===== src/gpx_defines.svh =====
// Purpose: constants of the four-pin port with serial pin sharing
// Assumes: register index times four is the APB byte address
// Notes:   reset values and field positions live here, types in gpx_pkg
//
// Behaviour
// - four pins, each input or output
// - reset sets all four output latch bits
// - reset clears direction and function registers
// - pin three: port or slave/master serial clock
// - pin two: port or master/slave MISO
// - pin one: port input feeds slave MOSI
// - pin zero doubles as active-low slave select
// - serial inputs always forwarded from pins
`ifndef GPX_DEFINES_SVH
`define GPX_DEFINES_SVH

`define GPX_NPINS        4
`define GPX_ODE_W        3
`define GPX_IDX_DATA     8'h12
`define GPX_IDX_DIR      8'h14
`define GPX_IDX_FUNC     8'h15
`define GPX_IDX_ODE      8'h16
`define GPX_IDX_STAT     8'h17
`define GPX_RST_LATCH    4'hF
`define GPX_RST_DIR      4'h0
`define GPX_RST_FUNC     4'h0
`define GPX_RST_ODE      3'h0
`define GPX_RST_SYNC     4'hF
`define GPX_STAT_LVL_LSB 0
`define GPX_STAT_DRV_LSB 4
`define GPX_STAT_FN_LSB  8
`define GPX_STAT_MFD_BIT 12
`define GPX_STAT_BAD_BIT 13
`define GPX_PIN_SS       0
`define GPX_PIN_MOSI     1
`define GPX_PIN_MISO     2
`define GPX_PIN_SCLK     3

`endif


===== src/gpx_pkg.sv =====
// Purpose: types shared by the port top and its pin cells
// Assumes: gpx_defines.svh supplies widths
// Notes:   pin mode decode is shared, so it is a function here
`include "gpx_defines.svh"
package gpx_pkg;

  typedef enum logic [1:0] {
    GPX_PIN_IN,
    GPX_PIN_OUT,
    GPX_PIN_FUNC,
    GPX_PIN_BAD
  } gpx_pin_mode_t;

  typedef struct packed {
    logic [`GPX_NPINS-1:0] latch;
    logic [`GPX_NPINS-1:0] dir;
    logic [`GPX_NPINS-1:0] fn;
    logic [`GPX_ODE_W-1:0] open_drain_enable;
    logic [31:0]           rdata;
    logic                  slverr;
  } gpx_regs_t;

  typedef struct packed {
    logic o;
    logic oe;
  } gpx_cell_t;

  function automatic gpx_pin_mode_t gpx_pin_mode(input logic dir, input logic fn);
    gpx_pin_mode_t m;
    m = GPX_PIN_BAD;
    case ({dir, fn})
      2'b00:   m = GPX_PIN_IN;
      2'b10:   m = GPX_PIN_OUT;
      2'b11:   m = GPX_PIN_FUNC;
      default: m = GPX_PIN_BAD;
    endcase
    return m;
  endfunction : gpx_pin_mode

endpackage : gpx_pkg


===== src/gpx_sync.sv =====
// Purpose: two-flop synchroniser for the pin inputs
// Assumes: inputs are asynchronous to pclk
// Notes:   first stage feeds only the second stage
`timescale 1ns/1ps
module gpx_sync #(
  parameter int unsigned          W       = 4,
  parameter logic [W-1:0]         RST_VAL = '1
) (
  input  wire logic         pclk,
  input  wire logic         presetn,
  input  wire logic [W-1:0] d,
  output logic      [W-1:0] q
);
  typedef struct packed {
    logic [W-1:0] meta;
    logic [W-1:0] stable;
  } gpx_sync_t;

  gpx_sync_t s_q;
  gpx_sync_t s_d;

  always_comb begin
    s_d        = s_q;
    s_d.meta   = d;
    s_d.stable = s_q.meta;
  end

  always_ff @(posedge pclk or negedge presetn) begin
    if (!presetn) begin
      s_q <= {RST_VAL, RST_VAL};
    end else begin
      s_q <= s_d;
    end
  end

  assign q = s_q.stable;
endmodule : gpx_sync


===== src/gpx_pin_cell.sv =====
// Purpose: output side of one shared pin
// Assumes: mode already decoded from direction and function bits
// Notes:   outputs are registered, so a pin follows its source one cycle late
`timescale 1ns/1ps
module gpx_pin_cell (
  input  wire logic                  pclk,
  input  wire logic                  presetn,
  input  gpx_pkg::gpx_pin_mode_t     mode,
  input  wire logic                  latch,
  input  wire logic                  func_out,
  input  wire logic                  od_en,
  output logic                       pin_o,
  output logic                       pin_oe
);
  gpx_pkg::gpx_cell_t c_q;
  gpx_pkg::gpx_cell_t c_d;
  logic               val;
  logic               drive;

  always_comb begin
    c_d   = '0;
    val   = 1'b0;
    drive = 1'b0;
    case (mode)
      gpx_pkg::GPX_PIN_OUT: begin
        val   = latch;
        drive = 1'b1;
      end
      gpx_pkg::GPX_PIN_FUNC: begin
        val   = func_out;
        drive = 1'b1;
      end
      // forbidden function-without-direction stays undriven
      default: begin
        val   = 1'b0;
        drive = 1'b0;
      end
    endcase
    if (drive && od_en) begin
      c_d.o  = 1'b0;
      c_d.oe = ~val;
    end else begin
      c_d.o  = val;
      c_d.oe = drive;
    end
  end

  always_ff @(posedge pclk or negedge presetn) begin
    if (!presetn) begin
      c_q <= '0;
    end else begin
      c_q <= c_d;
    end
  end

  assign pin_o  = c_q.o;
  assign pin_oe = c_q.oe;
endmodule : gpx_pin_cell


===== src/gpx_port.sv =====
// Purpose: four-pin general-purpose port whose pins also carry serial signals
// Assumes: APB3/APB4 slave, zero wait states, registers in byte lane 0, status in lanes 0 and 1
// Notes:   serial shifter sits outside; this block only routes its pins
//
// The APB interface to the registers was decided locally.
`timescale 1ns/1ps
`include "gpx_defines.svh"
module gpx_port #(
  parameter int unsigned ADDR_W = 12
) (
  input  wire logic              pclk,
  input  wire logic              presetn,
  input  wire logic              psel,
  input  wire logic              penable,
  input  wire logic              pwrite,
  input  wire logic [ADDR_W-1:0] paddr,
  input  wire logic [31:0]       pwdata,
  input  wire logic [3:0]        pstrb,
  output logic      [31:0]       prdata,
  output logic                   pready,
  output logic                   pslverr,
  input  wire logic [3:0]        pin_i,
  output logic      [3:0]        pin_o,
  output logic      [3:0]        pin_oe,
  output logic                   sei_ss_n,
  output logic                   sei_mosi_in,
  output logic                   sei_miso_in,
  output logic                   sei_sclk_in,
  input  wire logic              sei_mosi_out,
  input  wire logic              sei_miso_out,
  input  wire logic              sei_sclk_out,
  output logic                   sei_mode_fault_disable,
  output logic                   sei_sclk_master
);
  localparam int unsigned NP = `GPX_NPINS;

  gpx_pkg::gpx_regs_t     r_q;
  gpx_pkg::gpx_regs_t     r_d;
  gpx_pkg::gpx_pin_mode_t mode     [NP];
  logic [NP-1:0]          pin_sync;
  logic [NP-1:0]          func_out;
  logic [NP-1:0]          od_en;
  logic [NP-1:0]          drv_map;
  logic [NP-1:0]          fn_map;
  logic [NP-1:0]          data_view;
  logic                   bad_cfg;
  logic                   setup;
  logic                   access;

  // word hit: high bits zero, index in bits 9:2, byte offset zero
  function automatic logic gpx_hit(input logic [ADDR_W-1:0] a, input logic [7:0] idx);
    logic ok;
    ok = (a[1:0] == 2'h0) && (a[9:2] == idx);
    if (ADDR_W > 10) begin
      ok = ok && (a >> 10) == '0;
    end
    return ok;
  endfunction : gpx_hit

  function automatic logic gpx_mapped(input logic [ADDR_W-1:0] a);
    return gpx_hit(a, `GPX_IDX_DATA) || gpx_hit(a, `GPX_IDX_DIR) ||
           gpx_hit(a, `GPX_IDX_FUNC) || gpx_hit(a, `GPX_IDX_ODE) ||
           gpx_hit(a, `GPX_IDX_STAT);
  endfunction : gpx_mapped

  // pin levels after two flops; ss_n idles inactive through reset
  gpx_sync #(
    .W       (NP),
    .RST_VAL (`GPX_RST_SYNC)
  ) u_sync (
    .pclk    (pclk),
    .presetn (presetn),
    .d       (pin_i),
    .q       (pin_sync)
  );

  // serial inputs have no switch: always forwarded, even in port use
  assign sei_ss_n    = pin_sync[`GPX_PIN_SS];
  assign sei_mosi_in = pin_sync[`GPX_PIN_MOSI];
  assign sei_miso_in = pin_sync[`GPX_PIN_MISO];
  assign sei_sclk_in = pin_sync[`GPX_PIN_SCLK];

  // function bit zero is the mode-fault control, not a pin mux bit
  assign sei_mode_fault_disable = r_q.fn[`GPX_PIN_SS];
  assign sei_sclk_master        = (mode[`GPX_PIN_SCLK] == gpx_pkg::GPX_PIN_FUNC);

  always_comb begin
    func_out                 = '0;
    func_out[`GPX_PIN_MOSI]  = sei_mosi_out;
    func_out[`GPX_PIN_MISO]  = sei_miso_out;
    func_out[`GPX_PIN_SCLK]  = sei_sclk_out;
    od_en                    = {r_q.open_drain_enable, 1'b0};
  end

  generate
    for (genvar i = 0; i < NP; i++) begin : g_pin
      logic fn_bit;
      // pin zero's function bit never selects a serial output
      assign fn_bit  = (i == `GPX_PIN_SS) ? 1'b0 : r_q.fn[i];
      assign mode[i] = gpx_pkg::gpx_pin_mode(r_q.dir[i], fn_bit);
      assign drv_map[i] = (mode[i] == gpx_pkg::GPX_PIN_OUT) ||
                          (mode[i] == gpx_pkg::GPX_PIN_FUNC);
      assign fn_map[i]  = (mode[i] == gpx_pkg::GPX_PIN_FUNC);
      // output bits read back the latch, input bits the pin
      assign data_view[i] = r_q.dir[i] ? r_q.latch[i] : pin_sync[i];

      gpx_pin_cell u_cell (
        .pclk     (pclk),
        .presetn  (presetn),
        .mode     (mode[i]),
        .latch    (r_q.latch[i]),
        .func_out (func_out[i]),
        .od_en    (od_en[i]),
        .pin_o    (pin_o[i]),
        .pin_oe   (pin_oe[i])
      );
    end
  endgenerate

  // any of pins one to three left with function set and direction clear
  assign bad_cfg = |(r_q.fn[NP-1:1] & ~r_q.dir[NP-1:1]);

  assign setup  = psel & ~penable;
  assign access = psel & penable;

  always_comb begin
    r_d = r_q;
    // read data and error are captured in the setup cycle
    if (setup) begin
      r_d.rdata  = 32'h0000_0000;
      r_d.slverr = ~gpx_mapped(paddr) | (pwrite & gpx_hit(paddr, `GPX_IDX_STAT));
      if (!pwrite) begin
        if (gpx_hit(paddr, `GPX_IDX_DATA)) begin
          r_d.rdata[NP-1:0] = data_view;
        end
        if (gpx_hit(paddr, `GPX_IDX_ODE)) begin
          r_d.rdata[`GPX_ODE_W-1:0] = r_q.open_drain_enable;
        end
        if (gpx_hit(paddr, `GPX_IDX_STAT)) begin
          r_d.rdata[`GPX_STAT_LVL_LSB +: NP] = pin_sync;
          r_d.rdata[`GPX_STAT_DRV_LSB +: NP] = drv_map;
          r_d.rdata[`GPX_STAT_FN_LSB +: NP]  = fn_map;
          r_d.rdata[`GPX_STAT_MFD_BIT]       = r_q.fn[`GPX_PIN_SS];
          r_d.rdata[`GPX_STAT_BAD_BIT]       = bad_cfg;
        end
        // direction and function are write-only and read as zero
      end
    end
    // writes land at the access edge; only byte lane 0 carries data
    if (access && pwrite && !r_q.slverr && pstrb[0]) begin
      if (gpx_hit(paddr, `GPX_IDX_DATA)) begin
        r_d.latch = pwdata[NP-1:0];
      end
      if (gpx_hit(paddr, `GPX_IDX_DIR)) begin
        r_d.dir = pwdata[NP-1:0];
      end
      if (gpx_hit(paddr, `GPX_IDX_FUNC)) begin
        r_d.fn = pwdata[NP-1:0];
      end
      if (gpx_hit(paddr, `GPX_IDX_ODE)) begin
        r_d.open_drain_enable = pwdata[`GPX_ODE_W-1:0];
      end
    end
  end

  always_ff @(posedge pclk or negedge presetn) begin
    if (!presetn) begin
      r_q        <= '0;
      r_q.latch  <= `GPX_RST_LATCH;
      r_q.dir    <= `GPX_RST_DIR;
      r_q.fn     <= `GPX_RST_FUNC;
      r_q.open_drain_enable    <= `GPX_RST_ODE;
    end else begin
      r_q <= r_d;
    end
  end

  // zero wait states: the access cycle always completes
  assign pready  = access;
  assign pslverr = access & r_q.slverr;
  assign prdata  = r_q.rdata;
endmodule : gpx_port


===== config.mk =====
export PLATFORM = sky130hd
export DESIGN_NAME = gpx_port
export DESIGN_NICKNAME = d
export VERILOG_FILES = /design/src/gpx_pkg.sv /design/src/gpx_sync.sv /design/src/gpx_pin_cell.sv /design/src/gpx_port.sv
export VERILOG_INCLUDE_DIRS = /design/src
export SDC_FILE = /design/constraint.sdc
export NUM_CORES = 1
export LEC_CHECK = 0
export ABC_CLOCK_PERIOD_IN_PS = 2300
export BUFFER_PORTS_ARGS = -buffer_cell sky130_fd_sc_hd__buf_2
export CAP_MARGIN = 25
export CORE_MARGIN = 4
export CORE_UTILIZATION = 45
export DETAILED_ROUTE_END_ITERATION = 6
export PLACE_DENSITY = 0.78
export SLEW_MARGIN = 10
export SYNTH_ARGS = -nofsm -noshare
export SYNTH_HDL_FRONTEND = slang
export SYNTH_SLANG_ARGS = --single-unit

===== constraint.sdc =====
create_clock -name pclk -period 2.3 [get_ports pclk]
set_input_delay 0.115 -clock pclk [delete_from_list [all_inputs] [get_ports pclk]]
set_output_delay 0.115 -clock pclk [all_outputs]
set_load 0.05 [all_outputs]

Word-level counts from Yosys, hierarchy flattened
Cells that the tools add are included.
Storage, ports and cells
  bits in registers: 46
  logic and storage cells: 125
  bits of input ports: 60
Cells by class
  reduce and logical (&&, ||, !) cells: 40
  bitwise logic cells: 12
  multiplexer cells: 38
  equal/unequal tests: 19
Operator list (number)
  $eq A8 B5 Y1 const B: 5
  $mux W14: 2
  $mux W1: 24
  $eq A2 B2 Y1 const B: 10
  $pmux W2 S3: 3
  $logic_and A1 B1 Y1: 16
  $logic_not A12 Y1: 1
  $logic_not A2 Y1: 5
  $eq A2 B1 Y1 const B: 4
  $logic_or A1 B1 Y1: 8
  $reduce_and A2 Y1: 4
  $reduce_or A2 Y1: 4
  $mux W2: 3
  $pmux W1 S2: 3
  $not A1 Y1: 5
  $and A1 B1 Y1: 4
  $mux W4: 1
  $pmux W2 S2: 1
  $and A3 B3 Y3: 1
  $mux W3: 1
  $not A3 Y3: 1
  $reduce_or A3 Y1: 1
  $logic_not A1 Y1: 1
  $or A1 B1 Y1: 1

Logic depth before layout (Yosys ltp)
Gate-level depths: netlist of run 1.
  word-level depth: 10
  mapped depth: 5
  depth with buffers taken out: 4

By module
A second synthesis of run 1 with hierarchy kept.
Unflattened totals
  cells, all modules: 212
  area, all modules: 2476.1 um^2
By module, submodules not included
  gpx_port: area each 1815.5 um^2, times used 1, cells each 168
  gpx_pin_cell: area each 112.6 um^2, times used 4, cells each 9
  gpx_sync: area each 210.2 um^2, times used 1, cells each 8

Worst setup path after synthesis of run 1
OpenSTA, ideal clock, no wires.
  path type: in2reg
  start: input paddr[7]
  end: register r_q (netlist bit g_pin[1].fn_bit)
  library setup time: 0.128 ns
  stages: 4
  path buffers: 0
  required time: 2.172 ns
  arrival: 1.769 ns
  slack: 0.403 ns
  cell sequence: or4b_4 or4_4 nor4_4 mux2_1
On the way
  longest elaborated chain between the ends: 5
RTL lines
  from (decl): line gpx_port.sv:16  | input wire logic [ADDR_W-1:0] paddr,
  $eq A8 B5 Y1: line gpx_port.sv:53  | ok = (a[1:0] == 2'h0) && (a[9:2] == idx);
  $logic_and A1 B1 Y1: line gpx_port.sv:53
  $logic_and A1 B1 Y1: line gpx_port.sv:55  | ok = ok && (a >> 10) == '0;
  $mux W1: line gpx_port.sv:150  | if (access && pwrite && !r_q.slverr && pstrb[0]) begin
  $reduce_and A2 Y1 (no line)
  to (signal assigned): line gpx_port.sv:174  | r_q <= r_d;
  to (decl): line gpx_port.sv:37  | gpx_pkg::gpx_regs_t r_q;
No other way between the ends. The select of a mux whose other input is x is not followed.
A chain may end at the register's enable or synchronous reset.

Final worst setup path of run 1
  start: input paddr[7]
  end: register r_q[40] (netlist name)
The elaborated chain is that of the path after synthesis.

==> flow_metrics.tcl, run 1 <==
set metrics [dict create \
    synth_warnings 0 \
    end_kind "flop" \
    rows 25 \
    core_area_um2 4750 \
    rr_worst_depth 3 \
    slew_headroom 0.599 \
    cts-buffers-inserted 5 \
    io_pins 108 \
    start_util 0.468 \
    synthCells 181 \
    htree_levels 2 \
    setup_viol 0 \
    netlist-cell-type-count 38 \
    seq_area_frac_synth 0.512 \
    drv_cap 0 \
    vdd_drop_max_uv 469 \
    cp.arrival_ns 2.00 \
    cts_tree "yes" \
    synth.cell_area_um2 2230 \
    ctsLongestPathBuffers 2 \
    rsz0062_at_grt "false" \
    vias 1415 \
    p_clk_frac 0.327 \
    drtPass1Iterations 4 \
    worstPathRequired_ns 2.49 \
    antenna_found_initial 0 \
    path_class "primary input to flop" \
    switching_share 0.286 \
    r2r_end "r_q[40]$_DFFE_PN0P_" \
    port_buffers 57 \
    hold_viol 0 \
    cts-root-buf "clkbuf_8" \
    clk_latency_ns 0.30 \
    finalSetupTns_ns 0 \
    start_kind "primary input" \
    finClkSkew_ns 0.00387 \
    grt_use_total 0.158 \
    slew_violations 0 \
    seqPwrFrac 0.548 \
    powerDensity_nw_per_um2 589 \
    min_to "g_pin[3].fn_bit$_DFFE_PN0P_" \
    wl_per_cell_um 14.8 \
    routed_wl_um 4370 \
    drt.antenna.violating_nets 0 \
    post_cts_buffers 0 \
    synth_edf_count 0 \
    drt_iter0_markers 66 \
    nNetsFinal 287 \
    mostFrequentLayoutCells "buf_2 (57), dfrtp_1 (33), conb_1 (19), nand2_1 (13), dfstp_2 (12)" \
    layout_commonest_cell "buf_2" \
    p_sw_uw 424 \
    dieArea_um2 6140 \
    n_antenna_cell 0 \
    drc 0 \
    clock-sinks 45 \
    grt_pass1_vias 1509 \
    p_total_mw 1.48 \
    intPower_mw 1.06 \
    p_comb_frac 0.125 \
    avgSynthCellArea_um2 12.3 \
    tightest_slew_ns 0.602 \
    grt_pass1_wl_um 7480 \
    drive_gt1_frac 0.434 \
    path_max_fanout 5 \
    worstReg2RegStart "r_q[0]$_DFFE_PN0P_" \
    synth_seq_cells 45 \
    max_freq_ghz 0.551 \
    fp.dieW_um 78.4 \
    p_leak_nw 1.28 \
    whs_path_depth 2 \
    place_hpwl_um 3310 \
    viasPerCell 4.80 \
    synthArstFlopShare 1.00 \
    ff2ff_setup_slack_ns 0.52 \
    status "complete, no violations" \
    cts.clk_slew.worst_paths_ns 0.08 \
    hp-class "primary input to flop" \
    die_y_um 78.4 \
    grt_max_degree 46 \
    overflow 0 \
    synth_ff_type "dfrtp_1" \
    hold_start "pwdata[3]" \
    fin_crit_sh 0.790 \
    final.min_clock_period_ns 1.82 \
    synthToLayoutAreaGrowth_pct 12.9 \
    routabilityCongestion 0.763 \
]
[routing by layer]
layer	share of wire	global-route usage
met1	0.41	0.186
met2	0.50	0.266
met3	0.077	0.0528
met4	0.014	0.0629
met5	0	0
[stage by stage]
stage	setup WS, ns	hold slack, ns	cell area, um^2	util	cells
after CTS	0.473	0.0556	2490	0.525	294
after floorplan	0.403	-0.181	2290	-	199
after detailed placement	0.147	0.223	2360	0.496	281
after global routing	0.392	0.0581	2510	0.529	295
final	0.484	0.0629	2510	0.529	295
after global placement	0.166	0.219	2360	0.496	281
[sequential cells by signal (all words and copies together) (netlist names)]
name and cells:
u_sync.q 4, r_q 9, prdata 13, u_sync.s_d 4, g_pin.fn_bit 3, g_pin.u_cell.pin_o 4
g_pin.u_cell.pin_oe 4, sei_mode_fault_disable 1, od_en 3
[critical path: stages]
cell    delay, ns
buf_2        0.09
or4b_4       0.56
or4_4        0.48
nor4_4       0.38
mux2_1       0.37
[power by group through the flow]
stage,logic [mW],registers [mW],clock network [mW]
floorplan,0.132,0.838,0
global placement,0.171,0.826,0
detailed placement,0.174,0.827,0
CTS,0.181,0.812,0.497
global route,0.200,0.813,0.538
finish,0.184,0.812,0.485
[repair_timing]
action	4_1_cts	5_1_grt
endpoints found under the hold margin	21	0
resized for setup	0	0
hold buffers	5	0
[area by class of cell]
type,count,area (um^2)
fillers,452,2240
flip-flops and latches,45,1140
multi-input cells,107,826
repair buffers,64,363
well taps,67,83.8
clock buffers,5,68.8
clock inverters,3,17.5
inverters,4,15.0
[worst max-delay path by stage]
stage,endpoint,depth (start not counted),start
2_1_floorplan,g_pin[1].fn_bit$_DFFE_PN0P_,4,paddr[7]
3_3_place_gp,r_q[43]$_DFFE_PN0P_,5,paddr[7]
3_5_place_dp,r_q[40]$_DFFE_PN0P_,5,paddr[7]
4_1_cts,r_q[40]$_DFFE_PN0P_,5,paddr[7]
5_1_grt,r_q[40]$_DFFE_PN0P_,3,r_q[0]$_DFFE_PN0P_
6_report,r_q[40]$_DFFE_PN0P_,5,paddr[7]
[synth_stat cells (2+ instances only)]
| cell type | number | area (um^2) |
|---|---|---|
| and2_1 | 3 | 18.8 |
| dfstp_2 | 12 | 315 |
| clkbuf_1 | 2 | 7.51 |
| buf_4 | 40 | 300 |
| nor3b_1 | 2 | 15.0 |
| o211ai_1 | 3 | 22.5 |
| or2_2 | 2 | 12.5 |
| mux2i_1 | 3 | 30.0 |
| mux2_1 | 8 | 90.1 |
| dfrtp_1 | 33 | 826 |
| a22o_1 | 7 | 61.3 |
| mux2_2 | 10 | 113 |
| nand3_1 | 2 | 10.0 |
| nand2_1 | 13 | 48.8 |
| o21ai_0 | 7 | 35.0 |
| a21oi_1 | 3 | 15.0 |
| a32o_1 | 2 | 20.0 |
| nor4_4 | 5 | 106 |
| inv_1 | 4 | 15.0 |
| or4_1 | 2 | 15.0 |
[logic make-up after synthesis]
logic type | after synthesis | synth area share
AOI/OAI and AO/OA | 25 | 0.0809
xor gates and xnor gates | 1 | 0.00393
buffers and inverters | 47 | 0.147
DFF | 45 | 0.512
muxes | 21 | 0.104
other | 1 | 0.00168
and+or+nand+nor | 41 | 0.149
(Power assumes the default switching activity.)
==> inputs of run 2 (changes only) <==
--- a/config.mk
+++ b/config.mk
@@ -6,13 +6,13 @@
 export SDC_FILE = /design/constraint.sdc
 export NUM_CORES = 1
 export LEC_CHECK = 0
-export ABC_CLOCK_PERIOD_IN_PS = 2300
+export ABC_CLOCK_PERIOD_IN_PS = 1500
 export BUFFER_PORTS_ARGS = -buffer_cell sky130_fd_sc_hd__buf_2
 export CAP_MARGIN = 25
 export CORE_MARGIN = 4
-export CORE_UTILIZATION = 45
+export CORE_UTILIZATION = 41
 export DETAILED_ROUTE_END_ITERATION = 6
-export PLACE_DENSITY = 0.78
+export PLACE_DENSITY = 0.75
 export SLEW_MARGIN = 10
 export SYNTH_ARGS = -nofsm -noshare
 export SYNTH_HDL_FRONTEND = slang
==> constraint.sdc (replaced) <==
create_clock -name pclk -period 1.5 [get_ports pclk]
set_input_delay 0.075 -clock pclk [delete_from_list [all_inputs] [get_ports pclk]]
set_output_delay 0.075 -clock pclk [all_outputs]
set_load 0.05 [all_outputs]
==> flow_metrics.tcl, run 2 (synthesis gave the netlist of run 1 again) <==
set metrics [dict create \
    status "complete, but fails checks" \
    violations "negative setup slack" \
    drv_cap 0 \
    place_hpwl_um 3470 \
    vias 1527 \
    fillers 437 \
    max_stage_delay_ns 0.57 \
    setup_viol 25 \
    vdd_drop_max_uv 561 \
    fin_util 0.534 \
    mostFrequentLayoutCells "buf_2 (55), dfrtp_1 (33), conb_1 (19), mux2_4 (14)" \
    start_kind "primary input" \
    drt.antenna.violating_nets 0 \
    fin_ws_ns -0.233 \
    rows 26 \
    finClkSkew_ns 0.00524 \
    fin_area_um2 2760 \
    die_y_um 81.7 \
    grt_use_total 0.147 \
    tightest_slew_ns 0.644 \
    drive_gt1_frac 0.518 \
    ff2ff_setup_slack_ns -0.13 \
    path_max_fanout 4 \
    finalSetupTns_ns -3.30 \
    fin_crit_sh 1.16 \
    synthToLayoutAreaGrowth_pct 24.1 \
    hold_viol 0 \
    port_buffers 57 \
    cp.arrival_ns 1.92 \
    slew_headroom 0.571 \
    end_kind "flop" \
    hp-class "primary input to flop" \
    place_ws_ns -0.589 \
    worstPathRequired_ns 1.69 \
    grt_pass1_wl_um 7330 \
    cts-buffers-inserted 5 \
    placed_cell_area_um2 2500 \
    wl_per_cell_um 14.9 \
    routed_wl_um 4720 \
    path_class "primary input to flop" \
    drt_iter0_markers 62 \
    nNetsFinal 306 \
    rsz0062_at_grt "true" \
    clock-sinks 45 \
    drtPass1Iterations 4 \
    final.min_clock_period_ns 1.73 \
    antenna_found_initial 0 \
    cts.clk_slew.worst_paths_ns 0.09 \
    grt_max_degree 25 \
    routabilityCongestion 0.810 \
    io_pins 108 \
    cp_slowest_cell "or4_4" \
    viasPerCell 4.82 \
    slew_violations 0 \
    p_leak_nw 1.39 \
    ctsLongestPathBuffers 2 \
    dieArea_um2 6670 \
    max_freq_ghz 0.577 \
    cts-root-buf "clkbuf_8" \
    drc 0 \
    cts_tree "yes" \
    layout_commonest_cell "buf_2" \
    largest_register_ffs 13 \
    cp_cell_sequence "buf_6, or4b_4, or4_4, nor4_4, buf_4, mux2_4" \
    n_antenna_cell 0 \
    clk_latency_ns 0.30 \
    grt_pass1_vias 1534 \
    start_util 0.431 \
    overflow 0 \
    powerDensity_nw_per_um2 834 \
    core_area_um2 5170 \
    fp.dieW_um 81.7 \
    htree_levels 2 \
]
==> run 2: per-layer routing <==
metal,part of all wire,up-vias,track usage
met2,0.51,57,0.246
li1,-,713,-
met4,0.017,0,0.0598
met5,0,-,0
met3,0.064,10,0.0395
met1,0.41,747,0.180
==> run 2: power breakdown <==
part,switching [mW],leakage [nW],internal [mW]
logic,0.227,0.767,0.0859
registers,0.00762,0.584,1.24
clock network,0.418,0.0385,0.330
==> run 2: cell type report <==
class,count,area (um^2),share of cell area
Sequential cell,45,1140,0.413
Timing Repair Buffer,83,544,0.197
Inverter,4,15.0,0.00543
Clock inverter,1,7.51,0.00272
Tap cell,70,87.6,0.0317
Multi-Input combinational cell,107,892,0.323
Clock buffer,7,76.3,0.0276
==> run 2: final timing paths <==
path	start	to	cells past startpoint
worst min register to register	u_sync.s_d[3]$_DFF_PN1_	u_sync.q[3]$_DFF_PN1_	0
min in group asynchronous	presetn	prdata[0]$_DFFE_PN0P_	2
worst min-delay path	pwdata[3]	g_pin[3].fn_bit$_DFFE_PN0P_	2
max in group asynchronous	presetn	u_sync.s_d[3]$_DFF_PN1_	3
worst max register to register	r_q[0]$_DFFE_PN0P_	od_en[1]$_DFFE_PN0P_	4
worst max-delay path	paddr[8]	r_q[41]$_DFFE_PN0P_	6
==> run 2: worst max-delay path: cells and delay by family <==
family,cells,cell delay [ns]
AND/OR/NAND/NOR,3,1.26
multiplexers,1,0.30
buffers and inverters,2,0.28
==> run 2: repair_timing <==
action | in CTS | in global routing
setup buffers | 4 | 1
pin swaps | 11 | 8
endpoints found under the hold margin | 17 | 0
setup endpoints to repair | 25 | 27
gates cloned | 1 | 0
hold buffers | 5 | 0
gates resized for setup | 13 | 10
==> run 2: stage by stage <==
| step | instances | hold slack (ns) | power (mW) |
|---|---|---|---|
| 2_1_floorplan | 199 | -0.221 | 1.49 |
| 4_1_cts | 316 | 0.0346 | 2.31 |
| 6_report | 317 | 0.0541 | 2.30 |
| 5_1_grt | 317 | 0.0506 | 2.39 |
| 3_3_place_gp | 298 | 0.0880 | 1.56 |
| 3_5_place_dp | 298 | 0.0873 | 1.56 |
==> inputs of run 3 (changes only) <==
--- a/config.mk
+++ b/config.mk
@@ -13,6 +13,7 @@
 export CORE_UTILIZATION = 41
 export DETAILED_ROUTE_END_ITERATION = 6
 export PLACE_DENSITY = 0.75
+export SKIP_LAST_GASP = 1
 export SLEW_MARGIN = 10
 export SYNTH_ARGS = -nofsm -noshare
 export SYNTH_HDL_FRONTEND = slang
==> flow_metrics.tcl, run 3 (synthesis gave the netlist of run 1 again) <==
set metrics [dict create \
    status "complete, but fails checks" \
    violations "negative setup slack" \
    max_freq_ghz 0.576 \
    start_kind "primary input" \
    path_class "primary input to flop" \
    largest_register_ffs 13 \
    fillers 437 \
    drtPass1Iterations 4 \
    fin_util 0.533 \
    r2r_end "od_en[1]$_DFFE_PN0P_" \
    grtUsageMet3 0.0395 \
    powerDensity_nw_per_um2 833 \
    grt_pass1_vias 1522 \
    port_buffers 57 \
    whs_path_depth 2 \
    tightest_slew_ns 0.648 \
    overflow 0 \
    vias 1529 \
    routabilityCongestion 0.810 \
    final.min_clock_period_ns 1.74 \
    rr_worst_depth 4 \
    cts-root-buf "clkbuf_8" \
    seqPwrFrac 0.541 \
    hp-class "primary input to flop" \
    clk_latency_ns 0.30 \
    wl_per_cell_um 14.9 \
    cts-buffers-inserted 5 \
    place_hpwl_um 3470 \
    grt_pass1_wl_um 7250 \
    grt_use_total 0.146 \
    finalSetupTns_ns -3.34 \
    slew_violations 0 \
    htree_levels 2 \
    p_total_mw 2.30 \
    setup_viol 25 \
    routed_wl_um 4710 \
    fin_ws_ns -0.236 \
    drc 0 \
    core_area_um2 5170 \
    path_delay_family "simple AND/OR/NAND/NOR gates" \
    io_pins 108 \
    rows 26 \
    hold_start "pwdata[3]" \
    mostFrequentLayoutCells "buf_2 (55), dfrtp_1 (33), conb_1 (19), mux2_4 (14)" \
    switching_share 0.281 \
    fp.dieW_um 81.7 \
    ff2ff_setup_slack_ns -0.13 \
    cts_tree "yes" \
    fin_crit_sh 1.16 \
    synthToLayoutAreaGrowth_pct 23.9 \
    die_y_um 81.7 \
    finClkSkew_ns 0.00513 \
    viasPerCell 4.82 \
    min_to "g_pin[3].fn_bit$_DFFE_PN0P_" \
    grt_use_met2 0.243 \
    vdd_drop_max_uv 561 \
    p_leak_nw 1.39 \
    p_comb_frac 0.136 \
    fin_area_um2 2760 \
    max_stage_delay_ns 0.57 \
    end_kind "flop" \
    cts.clk_slew.worst_paths_ns 0.09 \
    cp_cell_sequence "buf_6, or4b_4, or4_4, nor4_4, buf_4, mux2_4" \
    layout_commonest_cell "buf_2" \
    drv_cap 0 \
    antenna_found_initial 0 \
    crit_cells 6 \
    path_max_fanout 4 \
    drt_iter0_markers 71 \
    placed_cell_area_um2 2500 \
    hold_viol 0 \
    hold_ws_ns 0.0550 \
    rsz0062_at_grt "true" \
    drive_gt1_frac 0.514 \
    met1_usage 0.178 \
    cp.arrival_ns 1.92 \
    slew_headroom 0.568 \
    p_clk_frac 0.323 \
    ctsLongestPathBuffers 2 \
    worstPathRequired_ns 1.69 \
    clock-sinks 45 \
    dieArea_um2 6670 \
    drt.antenna.violating_nets 0 \
    n_antenna_cell 0 \
    cp_slowest_cell "or4_4" \
    grt_max_degree 25 \
    p_sw_uw 646 \
    top_usage_layer "met2" \
    start_util 0.431 \
    worstReg2RegStart "r_q[0]$_DFFE_PN0P_" \
    nNetsFinal 306 \
    cp_num_buf_inv 2 \
    intPower_mw 1.65 \
]
==> run 3: per-layer routing <==
metal / part of all wire / routed length, um
met2: 0.51 / 2380
met1: 0.41 / 1940
met5: 0 / 0
met3: 0.066 / 310
met4: 0.017 / 78
==> run 3: repair_timing <==
item	CTS	global route
setup endpoints to repair	25	28
setup buffers	4	1
hold endpoints to repair	17	0
pin swaps	11	8
hold buffers	5	0
gates cloned	1	0
gates resized for setup	10	12
==> run 3: how the worst max path moves through the flow <==
stage / slack, ns / endpoint / startpoint
2_1_floorplan: -0.36 / g_pin[1].fn_bit$_DFFE_PN0P_ / paddr[7]
3_3_place_gp: -0.53 / g_pin[3].fn_bit$_DFFE_PN0P_ / paddr[7]
3_5_place_dp: -0.59 / g_pin[1].fn_bit$_DFFE_PN0P_ / paddr[7]
4_1_cts: -0.25 / sei_mode_fault_disable$_DFFE_PN0P_ / paddr[1]
5_1_grt: -0.26 / g_pin[3].fn_bit$_DFFE_PN0P_ / paddr[8]
6_report: -0.24 / r_q[41]$_DFFE_PN0P_ / paddr[8]
==> run 3: final cells by class <==
cell class	instances	area, um^2	share of cell area
Multi-Input combinational cell	107	887	0.322
Timing Repair Buffer	83	544	0.197
Tap cell	70	87.6	0.0317
Inverter	4	15.0	0.00544
Clock inverter	1	7.51	0.00272
Clock buffer	7	76.3	0.0277
Sequential cell	45	1140	0.414
==> run 3: power groups by stage <==
stage / clock network (mW) / registers [mW] / logic, mW
3_5_place_dp: 0 / 1.27 / 0.294
6_report: 0.742 / 1.24 / 0.312
3_3_place_gp: 0 / 1.27 / 0.292
5_1_grt: 0.809 / 1.25 / 0.335
2_1_floorplan: 0 / 1.29 / 0.203
4_1_cts: 0.760 / 1.24 / 0.310
==> run 3: stage by stage <==
stage	setup WS [ns]	instances
after floorplan	-0.357	199
after global placement	-0.532	298
after detailed placement	-0.589	298
after CTS	-0.250	316
after global routing	-0.263	317
final	-0.236	317
